File: src/rtl/adof_defines.svh
`ifndef ADOF_DEFINES_SVH
`define ADOF_DEFINES_SVH

// Sample word and counter widths
`define ADOF_SAMPLE_W        16
`define ADOF_CNT_W           8

// Clock rates in kHz
`define ADOF_SYS_CLK_KHZ     20000
`define ADOF_NAP_FREQ_KHZ    500
// Longest encode period before nap, rounded down to whole cycles
`define ADOF_NAP_CYC         (`ADOF_SYS_CLK_KHZ / `ADOF_NAP_FREQ_KHZ)

// Stabilizer lock, counted in encode cycles
`define ADOF_LOCK_EDGES      100

// Duty limits in percent
`define ADOF_DUTY_SCALE      100
`define ADOF_DCS_DUTY_MIN    10
`define ADOF_DCS_DUTY_MAX    90
`define ADOF_RAW_DUTY_MIN    45
`define ADOF_RAW_DUTY_MAX    55
// Period drift, in system cycles, still taken as the same frequency
`define ADOF_PER_TOL         1

// Output clock period in 45 degree steps
`define ADOF_PHASE_W         3
`define ADOF_PHASE_LAST      3'h7
`define ADOF_PHASE_HIGH_BIT  2

// Clock configuration register fields
`define ADOF_CLKCFG_DCS_BIT  0
`define ADOF_CLKCFG_DLY_LSB  1
`define ADOF_CLKCFG_DLY_MSB  2

// Output configuration register fields and codes
`define ADOF_OUTCFG_MODE_LSB 0
`define ADOF_OUTCFG_MODE_MSB 1
`define ADOF_MODE_CODE_DDRC  2'h1
`define ADOF_MODE_CODE_LVDS  2'h2

`endif

File: src/rtl/adof_pkg.sv
package adof_pkg;

  typedef enum logic [1:0] {
    ADOF_MODE_FULL,
    ADOF_MODE_DDR_CMOS,
    ADOF_MODE_DDR_LVDS
  } adof_out_mode_e;

  typedef logic [1:0] adof_delay_t;

endpackage

File: src/rtl/adof_fifo2.sv
`timescale 1ns/1ps
`default_nettype none

module adof_fifo2 #(
  parameter int WIDTH = 17
) (
  // Clock and reset
  input  wire logic             clk_sys_in,
  input  wire logic             rst_n_in,
  // Fill side
  input  wire logic             in_valid_in,
  output logic                  in_ready_out,
  input  wire logic [WIDTH-1:0] in_data_in,
  // Drain side
  output logic                  out_valid_out,
  input  wire logic             out_ready_in,
  output logic      [WIDTH-1:0] out_data_out
);

  logic [WIDTH-1:0] mem_ff [2];
  logic             wr_ptr_ff;
  logic             rd_ptr_ff;
  logic [1:0]       count_ff;
  wire              push;
  wire              pop;

  assign in_ready_out  = (count_ff != 2'h2);
  assign out_valid_out = (count_ff != 2'h0);
  assign out_data_out  = mem_ff[rd_ptr_ff];
  assign push          = in_valid_in && in_ready_out;
  assign pop           = out_valid_out && out_ready_in;

  always_ff @(posedge clk_sys_in) begin
    if (push) begin
      mem_ff[wr_ptr_ff] <= in_data_in;
    end
  end

  always_ff @(posedge clk_sys_in) begin
    if (!rst_n_in) begin
      wr_ptr_ff <= 1'b0;
      rd_ptr_ff <= 1'b0;
      count_ff  <= 2'h0;
    end else begin
      wr_ptr_ff <= wr_ptr_ff ^ push;
      rd_ptr_ff <= rd_ptr_ff ^ pop;
      count_ff  <= count_ff + {1'b0, push} - {1'b0, pop};
    end
  end

endmodule

`default_nettype wire

File: src/rtl/adof_sync.sv
`timescale 1ns/1ps
`default_nettype none

module adof_sync #(
  parameter int WIDTH = 1
) (
  // Clock and reset
  input  wire logic             clk_sys_in,
  input  wire logic             rst_n_in,
  // Levels
  input  wire logic [WIDTH-1:0] async_in,
  output var  logic [WIDTH-1:0] sync_out
);

  logic [WIDTH-1:0] meta_ff;

  // First stage feeds only the second one
  always_ff @(posedge clk_sys_in) begin
    if (!rst_n_in) begin
      meta_ff  <= '0;
      sync_out <= '0;
    end else begin
      meta_ff  <= async_in;
      sync_out <= meta_ff;
    end
  end

endmodule

`default_nettype wire

File: src/rtl/adof_top.sv
`timescale 1ns/1ps
`default_nettype none
`include "adof_defines.svh"

module adof_top
  import adof_pkg::*;
#(
  parameter int SAMPLE_W = `ADOF_SAMPLE_W
) (
  // Clock and reset
  input  wire logic                  clk_sys_in,
  input  wire logic                  rst_n_in,
  // Encode clock pins
  input  wire logic                  encode_clock_p_in,
  input  wire logic                  encode_clock_n_in,
  // Converter core sample
  input  wire logic [SAMPLE_W-1:0]   sample_in,
  input  wire logic                  sample_over_hi_in,
  input  wire logic                  sample_under_lo_in,
  // Configuration registers and pins
  input  wire logic [7:0]            clock_config_reg_in,
  input  wire logic [7:0]            output_config_reg_in,
  input  wire logic                  config_mode_select_in,
  input  wire logic                  par_cs_in,
  input  wire logic                  par_sck_in,
  // Output pins
  output logic [SAMPLE_W-1:0]        data_bus_out,
  output logic [SAMPLE_W/2-1:0]      ddr_lane_out,
  output logic [SAMPLE_W/2-1:0]      ddr_lane_n_out,
  output logic                       data_output_clock_out,
  output logic                       data_output_clock_n_out,
  output logic                       over_range_flag_out,
  output logic                       over_range_flag_n_out,
  // Status
  output logic                       ddr_mode_out,
  output logic                       lvds_mode_out,
  output logic                       nap_out,
  output logic                       dcs_enable_out,
  output logic                       dcs_locked_out,
  output logic                       encode_duty_fault_out,
  output logic                       sample_drop_out
);

  localparam int LANES = SAMPLE_W / 2;
  localparam int CW    = `ADOF_CNT_W;
  localparam int PW    = `ADOF_PHASE_W;

  // Synchronised pins
  logic [1:0]           enc_sync;
  logic [2:0]           cfg_sync;
  wire                  enc_lvl;
  wire                  par_mode;
  wire                  cs_lvl;
  wire                  sck_lvl;

  // Encode clock monitor
  logic                 enc_prev_ff;
  logic [CW-1:0]        idle_cnt_ff;
  logic [CW-1:0]        nxt_idle_cnt;
  logic [CW-1:0]        hi_cnt_ff;
  logic [CW-1:0]        per_last_ff;
  logic [CW-1:0]        lock_cnt_ff;
  logic [CW-1:0]        nxt_lock_cnt;
  logic                 nap_ff;
  logic                 locked_ff;
  logic                 duty_fault_ff;
  logic                 drop_ff;
  wire                  enc_rise;
  wire [CW-1:0]         per_now;
  wire                  freq_chg;
  wire                  lock_restart;
  wire [15:0]           hi_scaled;
  wire [15:0]           per_lo_lim;
  wire [15:0]           per_hi_lim;
  wire                  duty_bad;

  // Configuration
  wire                  dcs_on;
  wire [1:0]            mode_fld;
  adof_out_mode_e       mode_sel;
  adof_delay_t          dly_sel;

  // Buffer
  wire                  fifo_in_ready;
  wire                  fifo_out_valid;
  wire                  fifo_out_ready;
  wire [SAMPLE_W:0]     fifo_in_data;
  wire [SAMPLE_W:0]     fifo_out_data;

  // Output serializer
  logic [PW-1:0]        phase_ff;
  logic [SAMPLE_W-1:0]  word_ff;
  logic                 word_ovr_ff;
  adof_out_mode_e       mode_ff;
  adof_delay_t          dly_ff;
  logic [LANES-1:0]     lane_ff;
  logic [LANES-1:0]     lane_n_ff;
  logic [SAMPLE_W-1:0]  bus_ff;
  logic                 clk_ff;
  logic                 clk_n_ff;
  logic                 ovr_ff;
  logic                 ovr_n_ff;
  logic [LANES-1:0]     even_bits;
  logic [LANES-1:0]     odd_bits;
  wire                  word_end;
  wire                  ddr_on;
  wire                  lvds_on;
  wire                  odd_half;
  wire [PW-1:0]         clk_phase;
  wire                  nxt_clk;
  wire [LANES-1:0]      nxt_lane;

  adof_sync #(.WIDTH(2)) u_enc_sync (
    .clk_sys_in (clk_sys_in),
    .rst_n_in   (rst_n_in),
    .async_in   ({encode_clock_n_in, encode_clock_p_in}),
    .sync_out   (enc_sync)
  );

  adof_sync #(.WIDTH(3)) u_cfg_sync (
    .clk_sys_in (clk_sys_in),
    .rst_n_in   (rst_n_in),
    .async_in   ({par_sck_in, par_cs_in, config_mode_select_in}),
    .sync_out   (cfg_sync)
  );

  // Single-ended mode ties the complement low, so one term serves both
  assign enc_lvl  = enc_sync[0] & ~enc_sync[1];
  assign par_mode = cfg_sync[0];
  assign cs_lvl   = cfg_sync[1];
  assign sck_lvl  = cfg_sync[2];
  assign enc_rise = enc_lvl & ~enc_prev_ff;

  // Stabilizer and output mode selection
  assign dcs_on   = par_mode ? cs_lvl : clock_config_reg_in[`ADOF_CLKCFG_DCS_BIT];
  assign mode_fld = output_config_reg_in[`ADOF_OUTCFG_MODE_MSB:`ADOF_OUTCFG_MODE_LSB];
  assign mode_sel = par_mode ? (sck_lvl ? ADOF_MODE_DDR_LVDS : ADOF_MODE_FULL)
                  : (mode_fld == `ADOF_MODE_CODE_DDRC) ? ADOF_MODE_DDR_CMOS
                  : (mode_fld == `ADOF_MODE_CODE_LVDS) ? ADOF_MODE_DDR_LVDS
                  : ADOF_MODE_FULL;
  // Phase shift needs the stabilizer's clean half period
  assign dly_sel  = dcs_on ? clock_config_reg_in[`ADOF_CLKCFG_DLY_MSB:`ADOF_CLKCFG_DLY_LSB]
                  : adof_delay_t'(0);

  // Encode period and duty measurement
  assign per_now      = idle_cnt_ff + CW'(1);
  assign freq_chg     = (per_now > per_last_ff + CW'(`ADOF_PER_TOL)) || (per_last_ff > per_now + CW'(`ADOF_PER_TOL));
  assign hi_scaled    = 16'(hi_cnt_ff) * 16'(`ADOF_DUTY_SCALE);
  assign per_lo_lim   = 16'(per_now) * 16'(dcs_on ? `ADOF_DCS_DUTY_MIN : `ADOF_RAW_DUTY_MIN);
  assign per_hi_lim   = 16'(per_now) * 16'(dcs_on ? `ADOF_DCS_DUTY_MAX : `ADOF_RAW_DUTY_MAX);
  assign duty_bad     = (hi_scaled < per_lo_lim) || (hi_scaled > per_hi_lim);
  assign lock_restart = !dcs_on || nap_ff || (enc_rise && freq_chg);
  assign nxt_idle_cnt = enc_rise ? CW'(0)
                      : (idle_cnt_ff == CW'(`ADOF_NAP_CYC)) ? idle_cnt_ff
                      : idle_cnt_ff + CW'(1);
  assign nxt_lock_cnt = lock_restart ? CW'(0)
                      : (enc_rise && lock_cnt_ff != CW'(`ADOF_LOCK_EDGES)) ? lock_cnt_ff + CW'(1)
                      : lock_cnt_ff;

  always_ff @(posedge clk_sys_in) begin
    if (!rst_n_in) begin
      enc_prev_ff <= 1'b0;
      idle_cnt_ff <= '0;
      hi_cnt_ff   <= '0;
      per_last_ff <= '0;
      lock_cnt_ff <= '0;
      locked_ff   <= 1'b0;
    end else begin
      enc_prev_ff <= enc_lvl;
      idle_cnt_ff <= nxt_idle_cnt;
      hi_cnt_ff   <= enc_rise ? CW'(1) : hi_cnt_ff + CW'(enc_lvl && hi_cnt_ff != '1);
      per_last_ff <= enc_rise ? per_now : per_last_ff;
      lock_cnt_ff <= nxt_lock_cnt;
      locked_ff   <= (nxt_lock_cnt == CW'(`ADOF_LOCK_EDGES));
    end
  end

  // Nap on a stopped or too slow encode clock, left on the next edge
  always_ff @(posedge clk_sys_in) begin
    if (!rst_n_in) begin
      nap_ff        <= 1'b1;
      duty_fault_ff <= 1'b0;
      drop_ff       <= 1'b0;
    end else begin
      nap_ff        <= enc_rise ? 1'b0 : (idle_cnt_ff == CW'(`ADOF_NAP_CYC)) | nap_ff;
      duty_fault_ff <= (enc_rise && !nap_ff) ? duty_bad : duty_fault_ff;
      drop_ff       <= enc_rise && !fifo_in_ready;
    end
  end

  // One word per encode edge; flag rides in the same entry
  assign fifo_in_data   = {sample_over_hi_in | sample_under_lo_in, sample_in};
  assign word_end       = (phase_ff == `ADOF_PHASE_LAST);
  assign fifo_out_ready = word_end;

  adof_fifo2 #(.WIDTH(SAMPLE_W + 1)) u_buf (
    .clk_sys_in    (clk_sys_in),
    .rst_n_in      (rst_n_in),
    .in_valid_in   (enc_rise),
    .in_ready_out  (fifo_in_ready),
    .in_data_in    (fifo_in_data),
    .out_valid_out (fifo_out_valid),
    .out_ready_in  (fifo_out_ready),
    .out_data_out  (fifo_out_data)
  );

  // Lane pairing
  always_comb begin
    even_bits = '0;
    odd_bits  = '0;
    for (int i = 0; i < LANES; i++) begin
      even_bits[i] = word_ff[2*i];
      odd_bits[i]  = word_ff[2*i+1];
    end
  end

  assign ddr_on    = (mode_ff != ADOF_MODE_FULL);
  assign lvds_on   = (mode_ff == ADOF_MODE_DDR_LVDS);
  assign odd_half  = phase_ff[`ADOF_PHASE_HIGH_BIT];
  assign nxt_lane  = ddr_on ? (odd_half ? odd_bits : even_bits) : '0;
  assign clk_phase = phase_ff - PW'(dly_ff);
  assign nxt_clk   = clk_phase[`ADOF_PHASE_HIGH_BIT];

  // Word, mode and delay change only at a period boundary: no period mixes two samples
  always_ff @(posedge clk_sys_in) begin
    if (!rst_n_in) begin
      phase_ff    <= '0;
      word_ff     <= '0;
      word_ovr_ff <= 1'b0;
      mode_ff     <= ADOF_MODE_FULL;
      dly_ff      <= '0;
    end else begin
      phase_ff <= phase_ff + PW'(1);
      if (word_end) begin
        mode_ff <= mode_sel;
        dly_ff  <= dly_sel;
        if (fifo_out_valid) begin
          word_ff     <= fifo_out_data[SAMPLE_W-1:0];
          word_ovr_ff <= fifo_out_data[SAMPLE_W];
        end
      end
    end
  end

  // Pins: clock and data registered together to keep their edges aligned
  always_ff @(posedge clk_sys_in) begin
    if (!rst_n_in) begin
      lane_ff   <= '0;
      lane_n_ff <= '0;
      bus_ff    <= '0;
      clk_ff    <= 1'b0;
      clk_n_ff  <= 1'b1;
      ovr_ff    <= 1'b0;
      ovr_n_ff  <= 1'b0;
    end else begin
      lane_ff   <= nxt_lane;
      lane_n_ff <= lvds_on ? ~nxt_lane : '0;
      bus_ff    <= ddr_on ? '0 : word_ff;
      clk_ff    <= nxt_clk;
      clk_n_ff  <= ~nxt_clk;
      ovr_ff    <= word_ovr_ff;
      ovr_n_ff  <= lvds_on & ~word_ovr_ff;
    end
  end

  assign data_bus_out            = bus_ff;
  assign ddr_lane_out            = lane_ff;
  assign ddr_lane_n_out          = lane_n_ff;
  assign data_output_clock_out   = clk_ff;
  assign data_output_clock_n_out = clk_n_ff;
  assign over_range_flag_out     = ovr_ff;
  assign over_range_flag_n_out   = ovr_n_ff;
  assign ddr_mode_out            = ddr_on;
  assign lvds_mode_out           = lvds_on;
  assign nap_out                 = nap_ff;
  assign dcs_enable_out          = dcs_on;
  assign dcs_locked_out          = locked_ff;
  assign encode_duty_fault_out   = duty_fault_ff;
  assign sample_drop_out         = drop_ff;

  AST_EVEN_LOW: assert property (@(posedge clk_sys_in) disable iff (!rst_n_in)
    (ddr_on && phase_ff >= 3'h1 && phase_ff <= 3'h4) |-> (lane_ff == even_bits))
    else $error("lanes not showing even bits in first half");
  AST_ODD_HIGH: assert property (@(posedge clk_sys_in) disable iff (!rst_n_in)
    (ddr_on && phase_ff >= 3'h5) |-> (lane_ff == odd_bits))
    else $error("lanes not showing odd bits in second half");
  AST_EDGE_ALIGN: assert property (@(posedge clk_sys_in) disable iff (!rst_n_in)
    (ddr_on && dly_ff == 2'h0 && $stable(dly_ff) && phase_ff == 3'h5)
      |-> (clk_ff && !$past(clk_ff) && lane_ff == odd_bits))
    else $error("undelayed clock rise not with odd bit change");
  AST_CLK_DELAY: assert property (@(posedge clk_sys_in) disable iff (!rst_n_in)
    $rose(clk_ff) |-> (phase_ff == 3'h5 + {1'b0, $past(dly_ff)}))
    else $error("output clock rise at wrong phase for delay");
  AST_DELAY_NEEDS_DCS: assert property (@(posedge clk_sys_in) disable iff (!rst_n_in)
    (!dcs_on && word_end) |=> (dly_ff == 2'h0))
    else $error("clock delay active without stabilizer");
  AST_CLK_INVERSE: assert property (@(posedge clk_sys_in) disable iff (!rst_n_in)
    $rose(clk_ff) |-> $fell(clk_n_ff) ##1 (clk_n_ff != clk_ff))
    else $error("complement clock not inverse");
  AST_FLAG_ALIGN: assert property (@(posedge clk_sys_in) disable iff (!rst_n_in)
    (phase_ff != 3'h0) |-> (ovr_ff == word_ovr_ff))
    else $error("over-range flag not aligned with its word");
  AST_NAP: assert property (@(posedge clk_sys_in) disable iff (!rst_n_in)
    (idle_cnt_ff == CW'(`ADOF_NAP_CYC) && !enc_rise) |=> nap_ff)
    else $error("no nap after encode clock stopped");
  AST_LOCK: assert property (@(posedge clk_sys_in) disable iff (!rst_n_in)
    $rose(locked_ff) |-> (lock_cnt_ff == CW'(`ADOF_LOCK_EDGES) && $past(dcs_on)))
    else $error("stabilizer lock before one hundred cycles");
  AST_WORD_BOUNDARY: assert property (@(posedge clk_sys_in) disable iff (!rst_n_in)
    $changed(word_ff) |-> (phase_ff == 3'h0))
    else $error("word changed inside an output clock period");
  AST_NO_PAR_DDRC: assert property (@(posedge clk_sys_in) disable iff (!rst_n_in)
    (par_mode && word_end) |=> (mode_ff != ADOF_MODE_DDR_CMOS))
    else $error("DDR CMOS selected in parallel mode");

endmodule

`default_nettype wire

File: config.mk
export PLATFORM = sky130hd
export DESIGN_NAME = adof_top
export DESIGN_NICKNAME = d
export VERILOG_FILES = /design/src/rtl/adof_pkg.sv /design/src/rtl/adof_fifo2.sv /design/src/rtl/adof_sync.sv /design/src/rtl/adof_top.sv
export VERILOG_INCLUDE_DIRS = /design/src /design/src/rtl
export SDC_FILE = /design/constraint.sdc
export NUM_CORES = 1
export LEC_CHECK = 0
export BUFFER_PORTS_ARGS = -buffer_cell sky130_fd_sc_hd__buf_2
export CORE_UTILIZATION = 40
export DETAILED_ROUTE_END_ITERATION = 8
export PLACE_DENSITY = 0.61
export SLEW_MARGIN = 20
export SYNTH_ARGS = -nofsm -noshare
export SYNTH_HDL_FRONTEND = slang
export SYNTH_SLANG_ARGS = --single-unit
File: constraint.sdc
create_clock -name clk_sys_in -period 6.62 [get_ports clk_sys_in]
set_clock_uncertainty 0.15 [all_clocks]
set_input_delay 0.993 -clock clk_sys_in [delete_from_list [all_inputs] [get_ports clk_sys_in]]
set_output_delay 0.993 -clock clk_sys_in [all_outputs]
set_load 0.02 [all_outputs]
==> impl_metrics.toml, run 1 <==
[routing]
drt.antenna.violating_nets = 0
num_vias = 6848
firstDrtPassIters = 5
drc = 0
vias_per_cell = 4.85
routed_wl_mm = 19.7
wire_per_inst_um = 13.9
initialDrtViolationCount = 260

[sta]
tightest_slew_ns = 1.09
relSlewSlack_pct = 26.9
fmax_mhz = 160
setup_viol = 0
hold_ws_ns = 0.284
hold_viol = 0
finalCritPeriodShare_pct = 94.3
rsz0062_at_grt = "no"
report.final.slew_viol_count = 0
fin_crit_ns = 6.24

[clocking]
holdBufCountCts = 0
insertion_delay_ns = 0.42
cts_buffers = 17
cts_resized = 0
cts_tree = "yes"
clockRootBuffer = "clkbuf_16"
cts_max_path_buffers = 2
numClockSinks = 145
clk_pin_slew_ns = 0.07
cts_setup_buffers = 0
htreeDepth = 4

[critical_path]
start_kind = "input port"
cp.arrival_ns = 6.40
reg2reg_from = "idle_cnt_ff[0]$_SDFFE_PP0N_"
worstSetupStartpoint = "clock_config_reg_in[0]"
r2r_slack_ns = 0.53
cp-end-kind = "register"
crit_required_ns = 6.78
path_max_fanout = 7
critPathKind = "in -> reg"

[floorplan]
die_w_um = 156
placementRows = 55
die_h_um = 156
die_area_sq_mm = 0.0243
start_util_pct = 41.4
coreArea_sq_mm = 0.0229
io_pins = 84

[synth]
synth-main-ff-cell = "dfxtp_1"
synth_edf_count = 34
syn_area_per_cell_sq_um = 9.53
synth_top_area_share_pct = 23.4
yosysWarningCount = 0
synth_top_cell_by_area = "dfxtp_1"
async_flop_share_pct = 0
yosysUniqueCellTypes = 58
syn-cell-area_sq_mm = 0.00948
ys_seq_area_share_pct = 34.2
ys_top_cells_by_area = "dfxtp_1 23%, ha_1 20%, edfxtp_1 11%"
netlist_instances = 995
synth_seq_cells = 145

[power]
leakage_nw = 5.27
power_density_mw_per_mm2 = 214
ir_drop_uv = 179

[global_route]
grt_overflow = 0
grt_pass1_vias = 6687
grt_max_degree = 37
grt_pass1_wl_mm = 32.7
grt_use_total_pct = 17.1
antenna_found_initial = 1

[layout]
final_util_pct = 47.8
fin_nets = 1305
final_cells = 1412
largest_register_ffs = 34
layout_common_cells = "151 x ha_1, 115 x inv_1, 109 x dfxtp_1"
drive_gt1_share_pct = 14.6
final_common_cell = "ha_1"
n_antenna_cell = 0
regMostFlops = "u_buf.mem_ff"
syn_to_final_growth_pct = 15.5

[placement]
portBuffers = 72
place.gp.congestion = 0.843
hpwl_mm = 15.4
dpl.cell_count = 1380

[min_path]
min_from = "u_cfg_sync.meta_ff[0]$_SDFF_PN0_"
hold_path.class = "reg -> reg"

[job]
maxCapViolations = 0

[run_status]
status = "finished, final reports clean"
[path summary, 6_finish.rpt]
| kind | endpoint | cells past startpoint |
|---|---|---|
| worst max-delay path | encode_duty_fault_out$_SDFFE_PN0P_ | 24 |
| worst min-delay path | u_cfg_sync.sync_out[0]$_SDFF_PN0_ | 1 |
| worst max register to register | encode_duty_fault_out$_SDFFE_PN0P_ | 26 |
| worst min register to register | u_cfg_sync.sync_out[0]$_SDFF_PN0_ | 1 |
[routing by layer]
metal	share of wire, %	GRT usage [%]	up-vias
li1	-	-	3586
met1	49	22.9	3138
met2	46	27.8	110
met3	3.9	3.97	12
met4	0.82	3.87	2
met5	0.056	0	-
[cell type report]
cell class                 instances  area, sq um
sequential                       145         3250
tap                              313          392
timing repair buffer             104          601
multi-input combinational        700         5680
clock inverter                    15          165
fill                            2179        12000
inverter                         118          443
clock buffer                      17          425
[power breakdown]
part           leakage, nW  switching [mW]  internal [mW]
logic                 3.78           0.264          0.209
clock network        0.284           0.434          0.505
registers             1.21          0.0134          0.921
total                 5.27           0.712           1.64
[worst max-delay path, stage by stage]
cell	delay, ns
buf_2	0.12
mux2i_2	0.22
inv_1	0.13
buf_4	0.18
nor2_1	0.15
ha_1	0.29
ha_1	0.29
inv_1	0.05
fa_1	0.50
fa_1	0.53
inv_1	0.04
ha_1	0.29
inv_1	0.08
o21ai_0	0.13
o311a_1	0.33
o311a_1	0.31
o41ai_1	0.30
xor2_1	0.20
ha_1	0.27
a21o_1	0.16
a21oi_1	0.22
o211ai_1	0.13
and3_1	0.18
o41a_1	0.29
[stage by stage]
step / TNS [ns] / area, sq um / worst slack, ns / total power [mW]
floorplan: 0 / 9490 / 0.0198 / 1.29
global placement: 0 / 10300 / 0.0248 / 1.42
detailed placement: -0.0345 / 10300 / -0.0345 / 1.42
CTS: 0 / 10900 / 0.378 / 2.37
global route: 0 / 11000 / 0.0268 / 2.48
finish: 0 / 11000 / 0.376 / 2.35
[logic make-up (layout without fill, tap and decap cells)]
kind of cell | Yosys count | in the layout | synth area share, %
buffers and inverters | 152 | 254 | 6.11
AND/OR/NAND/NOR | 271 | 271 | 14.0
multiplexers | 30 | 30 | 3.18
AO/OA/AOI/OAI | 151 | 151 | 10.5
XOR/XNOR | 66 | 66 | 6.26
adder cells (fa/ha/maj) | 178 | 178 | 25.6
flip-flops | 145 | 145 | 34.2
other | 2 | 4 | 0.0792
[Yosys cell counts (19+ instances only)]
library cell / instances
ha_1: 151
inv_1: 116
dfxtp_1: 111
nor2_1: 99
a21oi_1: 44
xnor2_1: 41
nand2_1: 36
edfxtp_1: 34
a211oi_1: 33
and2_1: 31
clkbuf_1: 29
mux2i_1: 29
fa_1: 27
nand3_1: 25
o21ai_0: 23
xor2_1: 23
and3_1: 19
Power figures use the tool's default switching activity.
==> inputs of run 2 (changes only) <==
Settings changed: PLACE_DENSITY 0.61 to 0.56.
==> run 2 against run 1 <==
Cell area is 0.24% higher. Power is 0.92% higher. Register-to-register slack better by 0.05 ns. Critical path type unchanged. First-iteration DRC count is 13% lower. Highest routed layer unchanged. Critical path depth stayed put. Sequential share of layout area is 0.082 points lower. Maximum frequency is 0.77% higher. Wire length is 2.6% higher. Non-clock buffer count is 5 higher.
==> impl_metrics.toml, run 2 (same netlist as run 1, synthesis figures left out) <==
[sta]
finalWorstSetupSlack_ns = 0.424
tightest_slew_ns = 0.900
setup_viol = 0
relSlewSlack_pct = 39.5
fin_crit_ns = 6.20
hold_viol = 0
fmax_mhz = 161
rsz0062_at_grt = "no"
report.final.slew_viol_count = 0
finalCritPeriodShare_pct = 93.6

[min_path]
min_from = "u_enc_sync.meta_ff[1]$_SDFF_PN0_"
whs_path_depth = 1
hold_path.class = "reg -> reg"
hold_path_end = "u_enc_sync.sync_out[1]$_SDFF_PN0_"

[power]
leakage_nw = 5.29
switching_share_pct = 29.2
p_total_mw = 2.37
p_clk_share_pct = 39.9
p_int_mw = 1.68
ir_drop_uv = 142
power_density_mw_per_mm2 = 216
combPwrFrac_pct = 20.6
p_switching_uw = 691
seqPwrFrac_pct = 39.5

[critical_path]
worstSetupStartpoint = "clock_config_reg_in[0]"
r2r_end = "encode_duty_fault_out$_SDFFE_PN0P_"
cp.arrival_ns = 6.35
critPathKind = "in -> reg"
path_max_fanout = 10
crit_required_ns = 6.78
crit_top_cell = "ha_1"
crit_slowest_cell = "fa_1"
crit_buf_inv = 3
critical_path.cell_chain = "buf_2, mux2i_2, buf_4, nor2_1, a21oi_1, ha_1, ha_1, xnor2_1, fa_1, fa_1, inv_1, ha_1, o21ai_0, nand2b_1, o311a_1, o311a_1, o41ai_1, xor2_1, ha_1, a21o_1, a21oi_1, o211ai_1, and3_1, o41a_1"
slowest_delay_ns = 0.52
reg2reg_from = "u_cfg_sync.sync_out[0]$_SDFF_PN0_"
start_kind = "input port"
ff2ff_path_depth = 23
cp_top_family = "adder cells"
r2r_slack_ns = 0.58
cp-end-kind = "register"

[layout]
final_common_cell = "ha_1"
regMostFlops = "u_buf.mem_ff"
n_antenna_cell = 0
drive_gt1_share_pct = 14.8
fin_nets = 1310
largest_register_ffs = 34
syn_to_final_growth_pct = 15.8
final_area_sq_mm = 0.0110
layout_common_cells = "151 x ha_1, 116 x inv_1, 110 x dfxtp_1"

[clocking]
clk_pin_slew_ns = 0.07
cts_max_path_buffers = 2
clockRootBuffer = "clkbuf_16"
cts_buffers = 17
holdBufCountCts = 0
cts_setup_buffers = 0
htreeDepth = 4
cts_resized = 0
numClockSinks = 145
insertion_delay_ns = 0.42
cts_tree = "yes"

[placement]
dp_worst_setup_slack_ns = -0.0426
dpl-instance-area_sq_mm = 0.0104
hpwl_mm = 15.9
portBuffers = 72
place.gp.congestion = 0.826

[global_route]
grt_max_degree = 37
antenna_found_initial = 1
grt_overflow = 0
grt_pass1_wl_mm = 33.6
grt_use_total_pct = 17.7
grt_pass1_vias = 6814

[floorplan]
coreArea_sq_mm = 0.0229
start_util_pct = 41.4
io_pins = 84
die_area_sq_mm = 0.0243
placementRows = 55
die_h_um = 156
die_w_um = 156

[job]
maxCapViolations = 0

[routing]
routed_wl_mm = 20.2
vias_per_cell = 4.85
initialDrtViolationCount = 227
num_vias = 6875
firstDrtPassIters = 4
drt.antenna.violating_nets = 0
drc = 0
wire_per_inst_um = 14.3

[run_status]
status = "finished, final reports clean"
-- run 2: cell types whose count changed in the layout (fill, tap and decap cells not counted), sizes merged --
cell,change
buf,+5
bufinv,+1
inv,+1
clkinvlp,-1
clkinv,-1
-- run 2: power by group through the flow --
stage	combinational, mW	sequential, mW	clock, mW
CTS	0.493	0.935	0.969
global route	0.568	0.936	1.00
detailed placement	0.486	0.955	0
global placement	0.482	0.954	0
floorplan	0.340	0.951	0
finish	0.488	0.935	0.946
-- run 2: worst max-delay path by stage --
stage / endpoint / slack [ns] / cells past startpoint
6_report: encode_duty_fault_out$_SDFFE_PN0P_ / 0.42 / 24
5_1_grt: encode_duty_fault_out$_SDFFE_PN0P_ / 0.05 / 27
4_1_cts: encode_duty_fault_out$_SDFFE_PN0P_ / 0.37 / 24
3_5_place_dp: encode_duty_fault_out$_SDFFE_PN0P_ / -0.04 / 24
3_3_place_gp: encode_duty_fault_out$_SDFFE_PN0P_ / -0.002 / 24
2_1_floorplan: encode_duty_fault_out$_SDFFE_PN0P_ / 0.02 / 26
-- run 2: per-layer routing --
layer | up-vias | part of all wire [%] | GRT usage, %
met4 | 2 | 0.64 | 4.25
met2 | 87 | 47 | 29.8
met3 | 13 | 3.5 | 4.11
met1 | 3183 | 49 | 22.7
met5 | - | 0.064 | 0
li1 | 3590 | - | -
-- run 2: through the flow --
step,utilization (%),std cells,setup TNS (ns),hold WS [ns]
after floorplan,-,997,0,0.254
after global placement,45.3,1385,-0.00158,0.271
after detailed placement,45.3,1385,-0.0426,0.268
after CTS,47.9,1417,0,0.284
after global routing,47.9,1417,0,0.299
final,47.9,1417,0,0.283
-- run 2: layout make-up --
type                            instances  area (sq um)
Fill cell                            2211         11900
Multi-Input combinational cell        700          5670
Sequential cell                       145          3240
Timing Repair Buffer                  109           638
Inverter                              118           443
Clock buffer                           17           425
Tap cell                              313           392
Clock inverter                         15           165
==> inputs of run 3 (changes only) <==
Settings changed: ABC_AREA from default to 1, CORE_UTILIZATION 40 to 55, PLACE_DENSITY 0.56 to 0.74.
==> run 3 against run 2 <==
Area after synthesis increased by 0.70%. Via count increased by 8.6%. Clock power fell by 5.6%. Worst setup slack gained 0.16 ns. Die area shrank 26%. Synthesized cell count grew 13%. Combinational power fell by 32%. Sequential power decreased by 0.4%. Maximum frequency increased by 2.6%. Wire length fell by 0.24%. Worst hold slack worse by 0.021 ns.
==> impl_metrics.toml, run 3 <==
[critical_path]
slowest_delay_ns = 0.54
r2r_end = "encode_duty_fault_out$_SDFFE_PN0P_"
cp-end-kind = "register"
start_kind = "register"
crit_required_ns = 6.82
cp.arrival_ns = 6.24
r2r_slack_ns = 0.58
ff2ff_path_depth = 34
crit_slowest_cell = "fa_1"
reg2reg_from = "idle_cnt_ff[0]$_SDFFE_PP0N_"
critPathKind = "reg -> reg"
path_max_fanout = 7
crit_top_cell = "nand2_1"

[clocking]
cts_buffers = 17
htreeDepth = 4
numClockSinks = 145
clk_pin_slew_ns = 0.06
holdBufCountCts = 0
cts_tree = "yes"
insertion_delay_ns = 0.42
cts_max_path_buffers = 2
clockRootBuffer = "clkbuf_16"

[synth]
synth_edf_count = 34
synth_top_cell_by_area = "dfxtp_1"
synth_seq_cells = 145
async_flop_share_pct = 0
netlist_top_cells_count = "199 x inv_1, 160 x nand2_1, 151 x ha_1"
yosysWarningCount = 0
yosysMostFrequentCell = "inv_1"
yosysUniqueCellTypes = 49
ys_top_cells_by_area = "dfxtp_1 23%, ha_1 20%, edfxtp_1 11%"
ys_seq_area_share_pct = 34.0
syn-cell-area_sq_mm = 0.00954
synth_top_area_share_pct = 23.3
netlist_instances = 1127
synth-main-ff-cell = "dfxtp_1"
syn_area_per_cell_sq_um = 8.47

[sta]
hold_ws_ns = 0.262
fmax_mhz = 166
relSlewSlack_pct = 40.1
finalCritPeriodShare_pct = 91.2
tightest_slew_ns = 0.898
rsz0062_at_grt = "no"
finalWorstSetupSlack_ns = 0.581
hold_viol = 0
tns_ns = 0
fin_crit_ns = 6.04
report.final.slew_viol_count = 0
setup_viol = 0

[power]
p_total_mw = 2.16
p_switching_uw = 614
leakage_nw = 5.46
power_density_mw_per_mm2 = 199
p_int_mw = 1.54
combPwrFrac_pct = 15.5
seqPwrFrac_pct = 43.1
p_clk_share_pct = 41.4
ir_drop_uv = 236
switching_share_pct = 28.5

[layout]
syn_to_final_growth_pct = 13.4
final_area_sq_mm = 0.0108
regMostFlops = "u_buf.mem_ff"
fill_cells = 1416
final_common_cell = "inv_1"
drive_gt1_share_pct = 13.6
largest_register_ffs = 34
layout_common_cells = "199 x inv_1, 160 x nand2_1, 150 x ha_1"
fin_nets = 1438
n_antenna_cell = 0

[floorplan]
die_w_um = 134
die_area_sq_mm = 0.0179
coreArea_sq_mm = 0.0168
placementRows = 47
io_pins = 84
start_util_pct = 56.9
die_h_um = 134

[placement]
dp_worst_setup_slack_ns = 0.135
portBuffers = 72
place.gp.congestion = 0.863
dpl-instance-area_sq_mm = 0.0103
hpwl_mm = 15.3

[global_route]
antenna_found_initial = 0
grt_overflow = 0
met3_usage_pct = 4.95
grt_util_met1_pct = 31.9
met2_usage_pct = 39.6
grt_pass1_wl_mm = 33.9
grt_use_total_pct = 24.0
busiest_layer = "met2"
grt_max_degree = 48
grt_pass1_vias = 7191

[min_path]
whs_path_depth = 2
min_from = "u_enc_sync.meta_ff[1]$_SDFF_PN0_"
hold_path.class = "reg -> reg"
hold_path_end = "u_enc_sync.sync_out[1]$_SDFF_PN0_"

[routing]
wire_per_inst_um = 13.9
num_vias = 7467
routed_wl_mm = 20.2
drt.antenna.violating_nets = 0
firstDrtPassIters = 5
drc = 0
initialDrtViolationCount = 421
vias_per_cell = 5.14

[job]
maxCapViolations = 0

[run_status]
status = "finished, final reports clean"
[run 3: cell count changes in the layout (fill, tap and decap cells not counted), moves of 18 or more]
cell,previous run,this run
and2_1,31,2
a211oi_1,33,7
xnor2_1,41,17
and3_1,19,1
mux2i_1,28,0
o21ai_0,21,46
inv_1,116,199
nand2_1,36,160
[run 3: final cells by class]
| class | instances | area, sq um | share of cell area, % |
|---|---|---|---|
| clock buffers | 18 | 429 | 3.96 |
| clock inverters | 14 | 119 | 1.10 |
| inverters | 203 | 764 | 7.06 |
| multi-input cells | 757 | 5460 | 50.4 |
| flip-flops and latches | 145 | 3250 | 30.0 |
| well taps | 220 | 275 | 2.54 |
| repair buffers | 95 | 533 | 4.92 |
[run 3: through the flow]
stage	std cells	util, %
5_1_grt	1452	64.6
2_1_floorplan	1129	-
3_5_place_dp	1420	61.2
4_1_cts	1452	64.5
6_report	1452	64.6
3_3_place_gp	1420	61.2
[run 3: cell families (layout without fill, tap and decap cells)]
logic type | count (synthesis) | after routing | share of synthesized area [%]
mux | 1 | 1 | 0.118
fa+ha+maj | 178 | 178 | 25.5
xor+xnor | 55 | 55 | 5.05
flops | 145 | 145 | 34.0
compound gates | 159 | 159 | 9.68
other cells | 2 | 4 | 0.0787
simple gates | 360 | 360 | 16.5
buf+inv | 227 | 330 | 9.11
[run 3: how the worst max path moves through the flow]
stage	startpoint	end	slack, ns
floorplan	clock_config_reg_in[0]	encode_duty_fault_out$_SDFFE_PN0P_	0.29
global placement	clock_config_reg_in[0]	encode_duty_fault_out$_SDFFE_PN0P_	0.27
detailed placement	clock_config_reg_in[0]	encode_duty_fault_out$_SDFFE_PN0P_	0.14
CTS	idle_cnt_ff[0]$_SDFFE_PP0N_	encode_duty_fault_out$_SDFFE_PN0P_	0.36
global route	idle_cnt_ff[0]$_SDFFE_PP0N_	encode_duty_fault_out$_SDFFE_PN0P_	0.03
finish	idle_cnt_ff[0]$_SDFFE_PP0N_	encode_duty_fault_out$_SDFFE_PN0P_	0.58
[run 3: power by group through the flow]
stage / Combinational [mW] / Clock, mW / Sequential, mW
6_report: 0.334 / 0.893 / 0.931
5_1_grt: 0.389 / 0.946 / 0.932
4_1_cts: 0.333 / 0.904 / 0.930
3_5_place_dp: 0.329 / 0 / 0.950
3_3_place_gp: 0.321 / 0 / 0.949
2_1_floorplan: 0.246 / 0 / 0.947
[run 3: routing by layer]
metal	part of all wire, %	vias to the layer above
li1	-	3854
met5	0	-
met3	4.5	20
met4	1.1	0
met1	46	3444
met2	48	149
[run 3: critical path: cells and delay by family (launching register included)]
family	cells	cell delay, ns
compound gates	8	0.98
buf+inv	4	0.26
flops	1	0.41
xor+xnor	1	0.14
fa+ha+maj	7	2.50
simple gates	14	1.50
[run 3: timing repair]
item	CTS	global route
buffers inserted	0	0
endpoints found under the hold margin	0	0
gates resized for setup	0	7
endpoints found under the setup margin	0	1
